File: src/tbd_pkg.sv
// ==========================================================================
// time base and divider output constants
package tbd_pkg;

   // register indices and byte addresses (index times four)
   localparam logic [7:0]  TBD_IDX_TIME_BASE_CONTROL = 8'h36;
   localparam logic [7:0]  TBD_IDX_IRQ_STATUS        = 8'h37;
   localparam logic [7:0]  TBD_IDX_IRQ_CLEAR         = 8'h38;
   localparam logic [7:0]  TBD_IDX_IRQ_ENABLE        = 8'h39;
   localparam logic [11:0] TBD_ADDR_TIME_BASE_CONTROL = {2'h0, TBD_IDX_TIME_BASE_CONTROL, 2'h0};
   localparam logic [11:0] TBD_ADDR_IRQ_STATUS        = {2'h0, TBD_IDX_IRQ_STATUS, 2'h0};
   localparam logic [11:0] TBD_ADDR_IRQ_CLEAR         = {2'h0, TBD_IDX_IRQ_CLEAR, 2'h0};
   localparam logic [11:0] TBD_ADDR_IRQ_ENABLE        = {2'h0, TBD_IDX_IRQ_ENABLE, 2'h0};

   // time_base_control fields and reset value
   localparam int         TBD_BIT_BUZZER_OUT_ENABLE = 7;
   localparam int         TBD_POS_BUZZER_RATE       = 5;
   localparam int         TBD_BIT_DIVIDER_SOURCE    = 4;
   localparam int         TBD_BIT_TICK_ENABLE       = 3;
   localparam int         TBD_POS_TICK_RATE         = 0;
   localparam logic [7:0] TBD_RST_TIME_BASE_CONTROL = 8'h00;

   // interrupt status layout
   localparam int         TBD_IRQ_BIT_TICK = 0;
   localparam logic [0:0] TBD_RST_IRQ      = 1'h0;

   // divider chain
   localparam int          TBD_DIV_W   = 23;
   localparam logic [22:0] TBD_RST_DIV = 23'h000000;

   // divide exponents of the interrupt tap per rate code, high then low source
   localparam logic [4:0] TBD_TICK_EXP_FAST [8] = '{5'h17, 5'h15, 5'h10, 5'h0E, 5'h0D, 5'h0C, 5'h0B, 5'h09};
   localparam logic [4:0] TBD_TICK_EXP_SLOW [8] = '{5'h0F, 5'h0D, 5'h08, 5'h06, 5'h05, 5'h04, 5'h03, 5'h01};
   localparam logic [2:0] TBD_TICK_LOW_SPEED_MAX = 3'h1;

   // divide exponents of the buzzer tap per rate code
   localparam logic [4:0] TBD_BUZZ_EXP_FAST [4] = '{5'h0D, 5'h0C, 5'h0B, 5'h0A};
   localparam logic [4:0] TBD_BUZZ_EXP_SLOW [4] = '{5'h05, 5'h04, 5'h03, 5'h02};

endpackage : tbd_pkg

File: src/tbd_time_base.sv
// Added by the designer: the APB register port.
`timescale 1ns/1ps
// ==========================================================================
// time base tick interrupt and buzzer divider output, APB slave
// Contract
// - periodic time-base interrupt request is provided to the CPU
// - one 8-bit control register at 0x36, reset zero, documented field layout
// - high-clock tick rates per code: 2^23,21,16,14,13,12,11,9
// - low-clock tick rates per code: 2^15,13,8,6,5,4,3,1
// - low-speed modes only allow tick codes 000 and 001
// - one write may set tick rate and tick enable together
// - interrupt on every falling edge of selected tap once enabled
// - register writes never reset the divider chain
// - buzzer pin carries an about 50% duty square wave, active low
// - buzzer output enable bit: 0 off, 1 on
// - high-clock buzzer rates per code: 2^13,12,11,10
// - low clock or low-speed modes give buzzer rates 2^5,4,3,2
module tbd_time_base (
   // apb
   input  wire logic                 pclk,
   input  wire logic                 presetn,
   input  wire logic                 psel,
   input  wire logic                 penable,
   input  wire logic                 pwrite,
   input  wire logic [11:0]          paddr,
   input  wire logic [31:0]          pwdata,
   output logic                      pready,
   output logic [31:0]               prdata,
   output logic                      pslverr,
   // clock sources and mode, same clock domain
   input  wire logic                 fc_tick,
   input  wire logic                 fs_tick,
   input  wire logic                 low_speed_mode,
   // outputs
   output logic                      tick_interrupt,
   output logic                      buzzer_out_n
);
   import tbd_pkg::*;

   // ==========================================================================
   // state
   typedef struct packed {
      logic [7:0]           ctrl;
      logic [0:0]           irq_status;
      logic [0:0]           irq_enable;
      logic [TBD_DIV_W-1:0] div;
      logic                 buzz_n;
      logic [31:0]          rdata;
      logic                 err;
   } tbd_state_t;

   tbd_state_t s;
   tbd_state_t next_s;

   // ==========================================================================
   // helpers
   // true when the counter is about to wrap below bit exp, i.e. tap exp-1 falls
   function automatic logic tbd_tap_fall(input logic [TBD_DIV_W-1:0] cnt, input logic [4:0] exp);
      logic [TBD_DIV_W-1:0] mask;
      mask = TBD_DIV_W'((24'h000001 << exp) - 24'h000001);
      return ((cnt & mask) == mask);
   endfunction : tbd_tap_fall

   function automatic logic tbd_tap_level(input logic [TBD_DIV_W-1:0] cnt, input logic [4:0] exp);
      logic [4:0] idx;
      idx = exp - 5'h01;
      return cnt[idx];
   endfunction : tbd_tap_level

   function automatic logic tbd_mapped(input logic [11:0] a);
      return (a == TBD_ADDR_TIME_BASE_CONTROL) || (a == TBD_ADDR_IRQ_STATUS) ||
             (a == TBD_ADDR_IRQ_CLEAR) || (a == TBD_ADDR_IRQ_ENABLE);
   endfunction : tbd_mapped

   // ==========================================================================
   // divider source and taps
   logic       use_slow;
   logic       src_tick;
   logic [2:0] tick_code;
   logic [1:0] buzz_code;
   logic [4:0] tick_exp;
   logic [4:0] buzz_exp;
   logic       tick_code_ok;
   logic       tick_evt;
   logic       setup;
   logic       access;
   logic       wr_ctrl;

   always_comb begin
      use_slow     = low_speed_mode | s.ctrl[TBD_BIT_DIVIDER_SOURCE];
      src_tick     = use_slow ? fs_tick : fc_tick;
      tick_code    = s.ctrl[TBD_POS_TICK_RATE +: 3];
      buzz_code    = s.ctrl[TBD_POS_BUZZER_RATE +: 2];
      tick_exp     = use_slow ? TBD_TICK_EXP_SLOW[tick_code] : TBD_TICK_EXP_FAST[tick_code];
      buzz_exp     = use_slow ? TBD_BUZZ_EXP_SLOW[buzz_code] : TBD_BUZZ_EXP_FAST[buzz_code];
      tick_code_ok = !low_speed_mode || (tick_code <= TBD_TICK_LOW_SPEED_MAX);
      tick_evt     = s.ctrl[TBD_BIT_TICK_ENABLE] && tick_code_ok && src_tick &&
                     tbd_tap_fall(s.div, tick_exp);
      setup        = psel && !penable;
      access       = psel && penable;
      wr_ctrl      = access && pwrite && (paddr == TBD_ADDR_TIME_BASE_CONTROL);
   end

   // ==========================================================================
   // next state
   always_comb begin
      next_s = s;
      // free-running chain, never cleared by software
      if (src_tick) begin
         next_s.div = s.div + TBD_DIV_W'(1);
      end
      // buzzer pin: inverted tap while enabled, else idle high
      if (s.ctrl[TBD_BIT_BUZZER_OUT_ENABLE]) begin
         next_s.buzz_n = !tbd_tap_level(s.div, buzz_exp);
      end else begin
         next_s.buzz_n = 1'b1;
      end
      // register writes on the access edge
      if (access && pwrite) begin
         case (paddr)
            TBD_ADDR_TIME_BASE_CONTROL: begin
               next_s.ctrl = pwdata[7:0];
            end
            TBD_ADDR_IRQ_CLEAR: begin
               next_s.irq_status = s.irq_status & ~pwdata[TBD_IRQ_BIT_TICK:TBD_IRQ_BIT_TICK];
            end
            TBD_ADDR_IRQ_ENABLE: begin
               next_s.irq_enable = pwdata[TBD_IRQ_BIT_TICK:TBD_IRQ_BIT_TICK];
            end
            default: begin
               next_s.ctrl = s.ctrl;
            end
         endcase
      end
      // event sets after any clear so set wins
      if (tick_evt) begin
         next_s.irq_status[TBD_IRQ_BIT_TICK] = 1'b1;
      end
      // read data and error captured in setup, presented in access
      if (setup) begin
         next_s.err   = !tbd_mapped(paddr);
         next_s.rdata = 32'h00000000;
         if (!pwrite) begin
            case (paddr)
               TBD_ADDR_TIME_BASE_CONTROL: begin
                  next_s.rdata = {24'h000000, s.ctrl};
               end
               TBD_ADDR_IRQ_STATUS: begin
                  next_s.rdata = {31'h00000000, s.irq_status};
               end
               TBD_ADDR_IRQ_ENABLE: begin
                  next_s.rdata = {31'h00000000, s.irq_enable};
               end
               default: begin
                  next_s.rdata = 32'h00000000;
               end
            endcase
         end
      end
   end

   always_ff @(posedge pclk or negedge presetn) begin
      if (!presetn) begin
         s.ctrl       <= TBD_RST_TIME_BASE_CONTROL;
         s.irq_status <= TBD_RST_IRQ;
         s.irq_enable <= TBD_RST_IRQ;
         s.div        <= TBD_RST_DIV;
         s.buzz_n     <= 1'b1;
         s.rdata      <= 32'h00000000;
         s.err        <= 1'b0;
      end else begin
         s <= next_s;
      end
   end

   // ==========================================================================
   // outputs
   assign pready         = access;
   assign prdata         = s.rdata;
   assign pslverr        = access && s.err;
   assign tick_interrupt = |(s.irq_status & s.irq_enable);
   assign buzzer_out_n   = s.buzz_n;
endmodule : tbd_time_base

File: config.mk
export PLATFORM = sky130hd
export DESIGN_NAME = tbd_time_base
export DESIGN_NICKNAME = d
export VERILOG_FILES = /design/src/tbd_pkg.sv /design/src/tbd_time_base.sv
export SDC_FILE = /design/constraint.sdc
export NUM_CORES = 1
export LEC_CHECK = 0
export CORE_UTILIZATION = 48
export DETAILED_ROUTE_END_ITERATION = 10
export DONT_BUFFER_PORTS = 1
export GPL_ROUTABILITY_DRIVEN = 0
export MAX_ROUTING_LAYER = met4
export PLACE_DENSITY = 0.69
export SLEW_MARGIN = 15
export SYNTH_ARGS = -nofsm -noshare
export SYNTH_HDL_FRONTEND = slang
export SYNTH_SLANG_ARGS = --single-unit
export TNS_END_PERCENT = 20
File: constraint.sdc
create_clock -name pclk -period 6.4 [get_ports pclk]
set_input_delay 0 -clock pclk [delete_from_list [all_inputs] [get_ports pclk]]
set_output_delay 0 -clock pclk [all_outputs]
set_load 0.005 [all_outputs]
==> results of run 1 <==
-- cell usage after synthesis, types with 2 or more instances --
cell type  count  area share
dfrtp_1       42        0.35
buf_4         34       0.084
nand2_1       33       0.041
xnor2_1       18       0.052
nor2_1        16       0.020
inv_1         11       0.014
ha_1          10       0.041
nand2b_1      10       0.021
nor3_1         9       0.015
nand3_1        8       0.013
o21ai_0        8       0.013
a21oi_1        7       0.012
a22o_1         7       0.020
nand4_1        7       0.014
mux2_2         6       0.022
xor2_1         6       0.017
mux4_2         5       0.037
a31oi_1        4      0.0082
clkbuf_1       4      0.0049
nor4_1         4      0.0082
and2_1         3      0.0062
nor2b_1        3      0.0062
o221ai_1       3      0.0087
o22ai_1        3      0.0062
o31ai_1        3      0.0074
o32ai_1        3      0.0087
a21o_1         2      0.0049
and3_1         2      0.0041
and3b_1        2      0.0058
and4_1         2      0.0058
mux2_1         2      0.0074
mux2i_1        2      0.0066
nor4_2         2      0.0082
o2111ai_1      2      0.0058
o21ai_1        2      0.0033
or4_1          2      0.0049
-- layer usage --
metal / vias to the layer above / track usage
met5: - / -
met4: 0 / 0.0714
met3: 15 / 0.0378
met2: 108 / 0.328
met1: 1079 / 0.250
li1: 1100 / -
-- sequential cells by signal, indices dropped and copies added (netlist names) --
register	cells
buzz_code	2
buzzer_out_n	1
prdata	8
s	32
-- critical path: cells and delay by family, from the launching register on --
family / cells / cell delay [ns]
simple gates: 4 / 1.05
compound gates: 4 / 0.79
fa+ha+maj: 2 / 0.77
flops: 1 / 0.66
-- layout make-up --
type	instances	area, um2	area share
Multi-Input combinational cell	244	1720	0.537
Sequential cell	43	1080	0.337
Timing Repair Buffer	17	178	0.0555
Tap cell	75	93.8	0.0293
Clock buffer	5	68.8	0.0215
Inverter	11	41.3	0.0129
Clock inverter	3	23.8	0.00743
-- layout by cell type (no fill, tap or decap), drive strengths merged, types with 10 or more instances in the layout --
cell type,synthesis,routed
nor3,10,10
xnor2,19,19
dlygate4sd3,0,15
conb,1,24
nand2b,10,10
inv,11,12
dfrtp,42,42
nand2,33,33
nor2,18,18
o21ai,10,10
ha,10,10
-- power groups by stage --
stage	Sequential, mW	Combinational [mW]	Clock (mW)
after floorplan	0.323	0.0826	0
after global placement	0.337	0.0787	0
after detailed placement	0.338	0.0814	0
after CTS	0.333	0.0957	0.186
after global routing	0.337	0.108	0.196
final	0.335	0.0955	0.182
-- worst max path at each step --
stage / startpoint / end / slack, ns / depth (start not counted)
final: s[60] / s[58] / 3.01 / 10
after global routing: s[60] / s[58] / 2.83 / 10
after CTS: s[60] / s[58] / 3.03 / 10
after detailed placement: s[60] / s[58] / 3.06 / 10
after global placement: s[60] / s[58] / 3.06 / 10
after floorplan: s[59] / s[58] / 3.58 / 11
-- logic make-up after synthesis --
| family | Yosys count | share of synthesized area |
|---|---|---|
| and+or+nand+nor | 115 | 0.215 |
| AOI/OAI and AO/OA | 55 | 0.131 |
| buffers and inverters | 51 | 0.108 |
| DFF | 43 | 0.355 |
| xor gates and xnor gates | 25 | 0.0746 |
| muxes | 15 | 0.0734 |
| adders and majority gates | 10 | 0.0412 |
| other | 1 | 0.00124 |
==> impl_metrics.yaml, run 1 <==
outcome:
  outcome: "finished, final reports clean"
timing:
  rsz0062_at_grt: "false"
  final.setup.tns_ns: 0
  slew_headroom: 0.521
  hold_viol: 0
  fin_skew_ns: 0.00431
  finalCritPeriodShare: 0.530
  max_freq_ghz: 0.295
  layout_setup_ws_ns: 3.01
  finalCriticalPeriod_ns: 3.39
  setup_viol: 0
  maxSlewViolCount: 0
  tightest_slew_ns: 0.712
  hold_slack_ns: 0.00682
clock_network:
  root_buffer: "clkbuf_8"
  cts_buffer_depth: 2
  clk_pin_slew_ns: 0.09
  postCtsHoldBufs: 16
  postCtsSetupBuffers: 0
  clock_latency_ns: 0.30
  cts.sinks: 43
  htreeDepth: 2
  cts_buffers: 5
  cts_tree: "done"
  post_cts_resized: 0
setup_path:
  crit_type: "register to register"
  rr_worst_depth: 10
  cp.required_ns: 6.59
  cpPeakStageDelay_ns: 0.66
  crit_slowest_cell: "dfrtp_1"
  r2r-end: "s[58]"
  path_max_fanout: 16
  rrSetupSlack_ns: 3.01
  r2r_start: "s[60]"
  arrival_ns: 3.58
  endpoint_kind: "register"
  worstPathCellList: "ha_1 > nand2b_1 > o22ai_1 > nand3_1 > ha_1 > or2_1 > or3_1 > o2111a_1 > o2111ai_1 > o31ai_2"
  cp-start-kind: "register"
  crit_top_cell: "ha_1"
drt:
  met1_length_mm: 2.73
  drt-total-wl_mm: 6.26
  viasPerCell: 5.78
  post_drt_wl_per_cell_um: 15.7
  dr_wl_met2_mm: 3.04
  drc: 0
  antenna_left: 0
  first_pass_iters: 5
  wl_met3_um: 394
  drt_iter0_drc: 180
  topRoutingLayerUsed: "met4"
  vias: 2302
cells_and_area:
  drive_above_1_share: 0.105
  final_cells: 398
  finalCoreUtilization: 0.531
  fin_area_um2: 3200
  final_nets: 384
  synthToLayoutAreaGrowth_pct: 5.40
  fillers: 547
  diodes: 0
grt:
  grt_max_degree: 44
  grt_use_total: 0.202
  grt_overflow: 0
  grt_pass1_vias: 2133
  antenna_found_initial: 0
  grt_pass1_wl_mm: 9.98
yosys:
  synth-edff-count: 0
  yosysWarnings: 0
  synth_cell_types: 64
  synth-async-reset-ratio: 1.00
  synth.ff_latch_count: 43
  netlist_area_um2: 3040
  postSynthCellCount: 315
  syn_area_per_cell_um2: 9.64
  ys_seq_area_frac: 0.355
  synth-main-ff-cell: "dfrtp_1"
power_and_ir_drop:
  power_mw: 0.612
  p_switching_mw: 0.191
  clkPwrFrac: 0.297
  power_frac_seq: 0.547
  combPwrFrac: 0.156
  p_int_mw: 0.421
  p_leak_nw: 1.37
  p_sw_frac: 0.313
  powerDensity_nw_per_um2: 191
  peakVddDrop_mv: 0.166
die:
  die_w_um: 81.5
  ios: 88
  die_h_um: 81.5
  num_rows: 28
  core_um2: 6030
  die_area_um2: 6650
  start_util: 0.504
placed_design:
  io_buffers: 0
  hpwl_mm: 4.63
  placed_cell_area_um2: 2940
  dp_slack_ns: 3.06
  dp_cells: 374
worst_hold_path:
  hp-start: "paddr[4]"
  min_to: "s[0]"
  hold_class: "input pin to register"
  min_path_cells: 3
flow_run:
  cap_violations: 0
(Power assumes the default switching activity.)
==> run 2: changes to the inputs <==
==> constraint.sdc (replaced) <==
create_clock -name pclk -period 3.36 [get_ports pclk]
set_input_delay 0 -clock pclk [delete_from_list [all_inputs] [get_ports pclk]]
set_output_delay 0 -clock pclk [all_outputs]
set_load 0.005 [all_outputs]
==> run 2 against run 1 <==
Net effect: count of clock-buffer cells in the layout is 1 higher; sequential share of layout area is 0.24 points lower; via count is 0.35% higher; utilization is 0.37 points higher; first-iteration DRC count is 30% lower; clock power is 79% higher; total power is 87% higher; global-route usage is 0.40 points higher; worst hold slack better by 0.0047 ns; highest routed layer unchanged; die area stayed put; sequential power is 90% higher; critical path depth is 3 higher.
==> impl_metrics.yaml, run 2 (synthesis gave the netlist of run 1 again) <==
outcome:
  outcome: "finished, final reports clean"
setup_path:
  crit_type: "register to register"
  rrSetupSlack_ns: 0.43
  endpoint_kind: "register"
  rr_worst_depth: 13
  r2r_start: "s[59]"
  cp.required_ns: 3.57
  arrival_ns: 3.14
  cp-start-kind: "register"
  path_max_fanout: 8
  r2r-end: "s[58]"
clock_network:
  postCtsHoldBufs: 16
  htreeDepth: 2
  clock_latency_ns: 0.30
  cts_buffers: 5
  cts_buffer_depth: 2
  post_cts_resized: 0
  clk_pin_slew_ns: 0.08
  root_buffer: "clkbuf_8"
  postCtsSetupBuffers: 0
  cts_tree: "done"
  cts.sinks: 43
timing:
  final.setup.tns_ns: 0
  max_freq_ghz: 0.342
  setup_viol: 0
  maxSlewViolCount: 0
  fin_skew_ns: 0.00496
  finalCriticalPeriod_ns: 2.93
  tightest_slew_ns: 0.672
  layout_setup_ws_ns: 0.432
  slew_headroom: 0.548
  rsz0062_at_grt: "false"
  finalCritPeriodShare: 0.871
  hold_viol: 0
die:
  die_area_um2: 6650
  num_rows: 28
  start_util: 0.504
  die_w_um: 81.5
  core_um2: 6030
  die_h_um: 81.5
  ios: 88
worst_hold_path:
  hold_class: "input pin to register"
  hp-start: "paddr[7]"
  min_to: "s[0]"
  min_path_cells: 3
power_and_ir_drop:
  p_sw_frac: 0.302
  p_leak_nw: 1.40
  p_int_mw: 0.799
  peakVddDrop_mv: 0.306
  combPwrFrac: 0.160
  powerDensity_nw_per_um2: 355
  clkPwrFrac: 0.285
  power_mw: 1.14
  p_switching_mw: 0.346
  power_frac_seq: 0.555
cells_and_area:
  synthToLayoutAreaGrowth_pct: 6.14
  largest_register_ffs: 32
  layout_common_cells: "dfrtp_1 (42), nand2_1 (33), conb_1 (24)"
  largest-register: "s"
  diodes: 0
  drive_above_1_share: 0.113
  final_nets: 388
  fillers: 553
  fin_area_um2: 3220
  layout_commonest_cell: "dfrtp_1"
  finalCoreUtilization: 0.535
  multi_input_area_um2: 1720
  register_area_um2: 1080
grt:
  grt_pass1_vias: 2175
  grt_max_degree: 44
  grt_pass1_wl_mm: 10.1
  grt_overflow: 0
  antenna_found_initial: 0
  grt_use_total: 0.206
drt:
  topRoutingLayerUsed: "met4"
  drc: 0
  met1_length_mm: 2.84
  first_pass_iters: 4
  drt-total-wl_mm: 6.26
  wl_met3_um: 298
  antenna_left: 0
  drt_iter0_drc: 126
  post_drt_wl_per_cell_um: 15.6
  dr_wl_met2_mm: 2.98
  viasPerCell: 5.75
  vias: 2310
placed_design:
  placed_cell_area_um2: 2970
  dp_slack_ns: 0.473
  hpwl_mm: 4.69
  io_buffers: 0
flow_run:
  cap_violations: 0
run 2: cell types whose count changed in the layout (fill, tap and decap cells not counted), sizes merged:
cell | previous run | this run
clkinv | 0 | 1
inv | 12 | 11
clkbuf | 5 | 6
buf | 2 | 6
clkinvlp | 2 | 1
run 2: worst max-delay path: stages, from the launching register on:
cell and delay, ns:
dfrtp_1 0.41, inv_1 0.12, ha_1 0.38, nand2b_1 0.19, o22ai_1 0.29, nand2_1 0.10, ha_1 0.27, buf_4 0.19
inv_1 0.07, nor2_1 0.05, a21oi_1 0.14, o221ai_1 0.14, a311o_1 0.31, o31ai_2 0.18
run 2: per-layer routing:
layer  vias to the layer above  GRT usage
met1                      1114      0.255
met3                        15     0.0367
met2                        78      0.333
met5                         -          -
met4                         0     0.0786
li1                       1103          -
run 2: worst max path at each step:
stage | startpoint | to | cells after the start
after floorplan | s[59] | s[58] | 11
after global placement | s[59] | s[58] | 11
after detailed placement | s[59] | s[58] | 13
after CTS | s[59] | s[58] | 13
after global routing | s[59] | s[58] | 13
final | s[59] | s[58] | 13
run 2: power groups by stage:
stage | sequential (mW) | combinational, mW | clock (mW)
2_1_floorplan | 0.616 | 0.157 | 0
3_3_place_gp | 0.642 | 0.151 | 0
3_5_place_dp | 0.643 | 0.158 | 0
4_1_cts | 0.634 | 0.185 | 0.337
5_1_grt | 0.641 | 0.206 | 0.355
6_report | 0.635 | 0.183 | 0.326
run 2: per-stage QoR:
step | cells | hold WS (ns)
6_report | 402 | 0.0115
5_1_grt | 402 | 0.0253
3_3_place_gp | 378 | -0.295
2_1_floorplan | 338 | -0.296
4_1_cts | 402 | 0.00798
3_5_place_dp | 378 | -0.295
run 2: final cells by class:
| class | instances | share of cell area |
|---|---|---|
| clock buffer | 6 | 0.0225 |
| multi-input combinational | 244 | 0.533 |
| clock inverter | 2 | 0.00388 |
| sequential | 43 | 0.334 |
| tap | 75 | 0.0291 |
| timing repair buffer | 21 | 0.0645 |
| inverter | 11 | 0.0128 |
==> run 3: changes to the inputs <==
--- a/config.mk
+++ b/config.mk
@@ -5,12 +5,14 @@
 export SDC_FILE = /design/constraint.sdc
 export NUM_CORES = 1
 export LEC_CHECK = 0
-export CORE_UTILIZATION = 48
+export CORE_MARGIN = 1.5
+export CORE_UTILIZATION = 50
+export CTS_BUF_LIST = sky130_fd_sc_hd__clkbuf_8
 export DETAILED_ROUTE_END_ITERATION = 10
 export DONT_BUFFER_PORTS = 1
 export GPL_ROUTABILITY_DRIVEN = 0
 export MAX_ROUTING_LAYER = met4
-export PLACE_DENSITY = 0.69
+export PLACE_DENSITY = 0.71
 export SLEW_MARGIN = 15
 export SYNTH_ARGS = -nofsm -noshare
 export SYNTH_HDL_FRONTEND = slang
==> run 3 against run 2 <==
Net effect: worst hold slack improved by 0.016 ns; flip-flop and latch count did not move; first-iteration DRC count up 33%; critical endpoint unchanged.
==> impl_metrics.yaml, run 3 (synthesis gave the netlist of run 1 again) <==
timing:
  finalCriticalPeriod_ns: 2.92
  maxSlewViolCount: 0
  hold_viol: 0
  rsz0062_at_grt: "false"
  finalCritPeriodShare: 0.870
  tightest_slew_ns: 0.665
  slew_headroom: 0.544
  final.setup.tns_ns: 0
  fin_skew_ns: 0.0116
  setup_viol: 0
  max_freq_ghz: 0.342
die:
  core_um2: 5890
  ios: 88
  die_h_um: 80.9
  start_util: 0.516
  die_w_um: 80.9
  die_area_um2: 6550
  num_rows: 28
setup_path:
  endpoint_kind: "register"
  critPathTopFamily: "simple AND/OR/NAND/NOR gates"
  cp-start-kind: "register"
  worstPathCellList: "inv_1 > ha_1 > nand2b_1 > o22ai_1 > nand2_1 > ha_1 > or2_1 > or3_1 > o2111a_1 > o2111ai_1 > o31ai_2"
  cpPeakStageDelay_ns: 0.41
  cp.required_ns: 3.56
  arrival_ns: 3.12
  crit_top_cell: "ha_1"
  crit_slowest_cell: "dfrtp_1"
  path_max_fanout: 7
  crit_type: "register to register"
  critPathBufInv: 1
clock_network:
  cts_buffer_depth: 2
  cts_buffers: 5
  htreeDepth: 2
  cts_tree: "done"
  cts.sinks: 43
  root_buffer: "clkbuf_8"
  clk_pin_slew_ns: 0.10
  clock_latency_ns: 0.31
cells_and_area:
  largest-register: "s"
  layout_commonest_cell: "dfrtp_1"
  diodes: 0
  synthToLayoutAreaGrowth_pct: 7.30
  final_nets: 388
  layout_common_cells: "dfrtp_1 (42), nand2_1 (33), conb_1 (24)"
  largest_register_ffs: 32
  drive_above_1_share: 0.116
  fillers: 521
  finalCoreUtilization: 0.553
placed_design:
  io_buffers: 0
  hpwl_mm: 4.77
power_and_ir_drop:
  powerDensity_nw_per_um2: 381
  p_leak_nw: 1.41
  peakVddDrop_mv: 0.310
worst_hold_path:
  hold_class: "input pin to register"
grt:
  grt_overflow: 0
  antenna_found_initial: 0
  grt_max_degree: 44
  grt_use_total: 0.217
  grt_pass1_wl_mm: 10.8
  grt_pass1_vias: 2266
drt:
  vias: 2346
  drt-total-wl_mm: 6.56
  viasPerCell: 5.84
  drc: 0
  post_drt_wl_per_cell_um: 16.3
  drt_iter0_drc: 168
  antenna_left: 0
  first_pass_iters: 4
outcome:
  outcome: "finished, final reports clean"
flow_run:
  cap_violations: 0
==> run 3: cell count changes in the layout (fill, tap and decap cells not counted), sizes merged <==
| cell | before | now |
|---|---|---|
| bufinv | 0 | 1 |
| clkinv | 1 | 2 |
| clkbuf | 6 | 5 |
| clkinvlp | 1 | 0 |
==> run 3: worst min-delay path, delay by kind of cell <==
family	cells	cell delay, ns
simple gates	2	0.12
mux	1	0.17
==> run 3: area by class of cell <==
class	count	area, um2	share of cell area
flip-flops and latches	43	1080	0.331
multi-input cells	244	1720	0.527
inverters	11	41.3	0.0127
well taps	75	93.8	0.0288
clock buffers	5	68.8	0.0211
clock inverters	3	43.8	0.0134
repair buffers	21	215	0.0661
==> run 3: worst paths after layout <==
kind	slack, ns	from	cells after the start	to
setup / recovery	0.44	s[59]	11	s[58]
hold / removal	0.03	fs_tick	3	s[35]
setup reg to reg	0.44	s[59]	11	s[58]
hold reg to reg	0.43	s[66]	1	buzzer_out_n
max in group asynchronous	2.91	presetn	2	buzzer_out_n
min in group asynchronous	0.18	presetn	2	s[61]
==> run 3: routing by layer <==
metal | global-route usage | up-vias | part of all wire
met4 | 0.0741 | 0 | 0.018
met1 | 0.267 | 1151 | 0.44
met5 | - | - | 0
met3 | 0.0315 | 13 | 0.051
met2 | 0.365 | 83 | 0.49
li1 | - | 1099 | -
==> run 3: timing repair <==
item,4_1_cts,5_1_grt
hold endpoints to repair,62,0
setup endpoints to repair,0,0
setup buffers,0,0
hold buffers,16,0
gates resized for setup,0,0
==> run 3: power by group <==
part | switching [mW] | leakage, nW | internal (mW) | total [mW]
Clock | 0.197 | 0.0581 | 0.222 | 0.419
Sequential | 0.0760 | 0.553 | 0.558 | 0.634
Combinational | 0.0912 | 0.799 | 0.0969 | 0.188
==> run 3: per-stage QoR <==
stage	power, mW	setup WS (ns)	instances	hold WS (ns)	instance area (um2)
2_1_floorplan	0.773	0.544	338	-0.296	3120
3_3_place_gp	0.792	0.490	378	-0.295	2970
3_5_place_dp	0.801	0.447	378	-0.295	2970
4_1_cts	1.24	0.437	402	0.0117	3260
5_1_grt	1.30	0.195	402	0.0546	3260
6_report	1.24	0.438	402	0.0277	3260
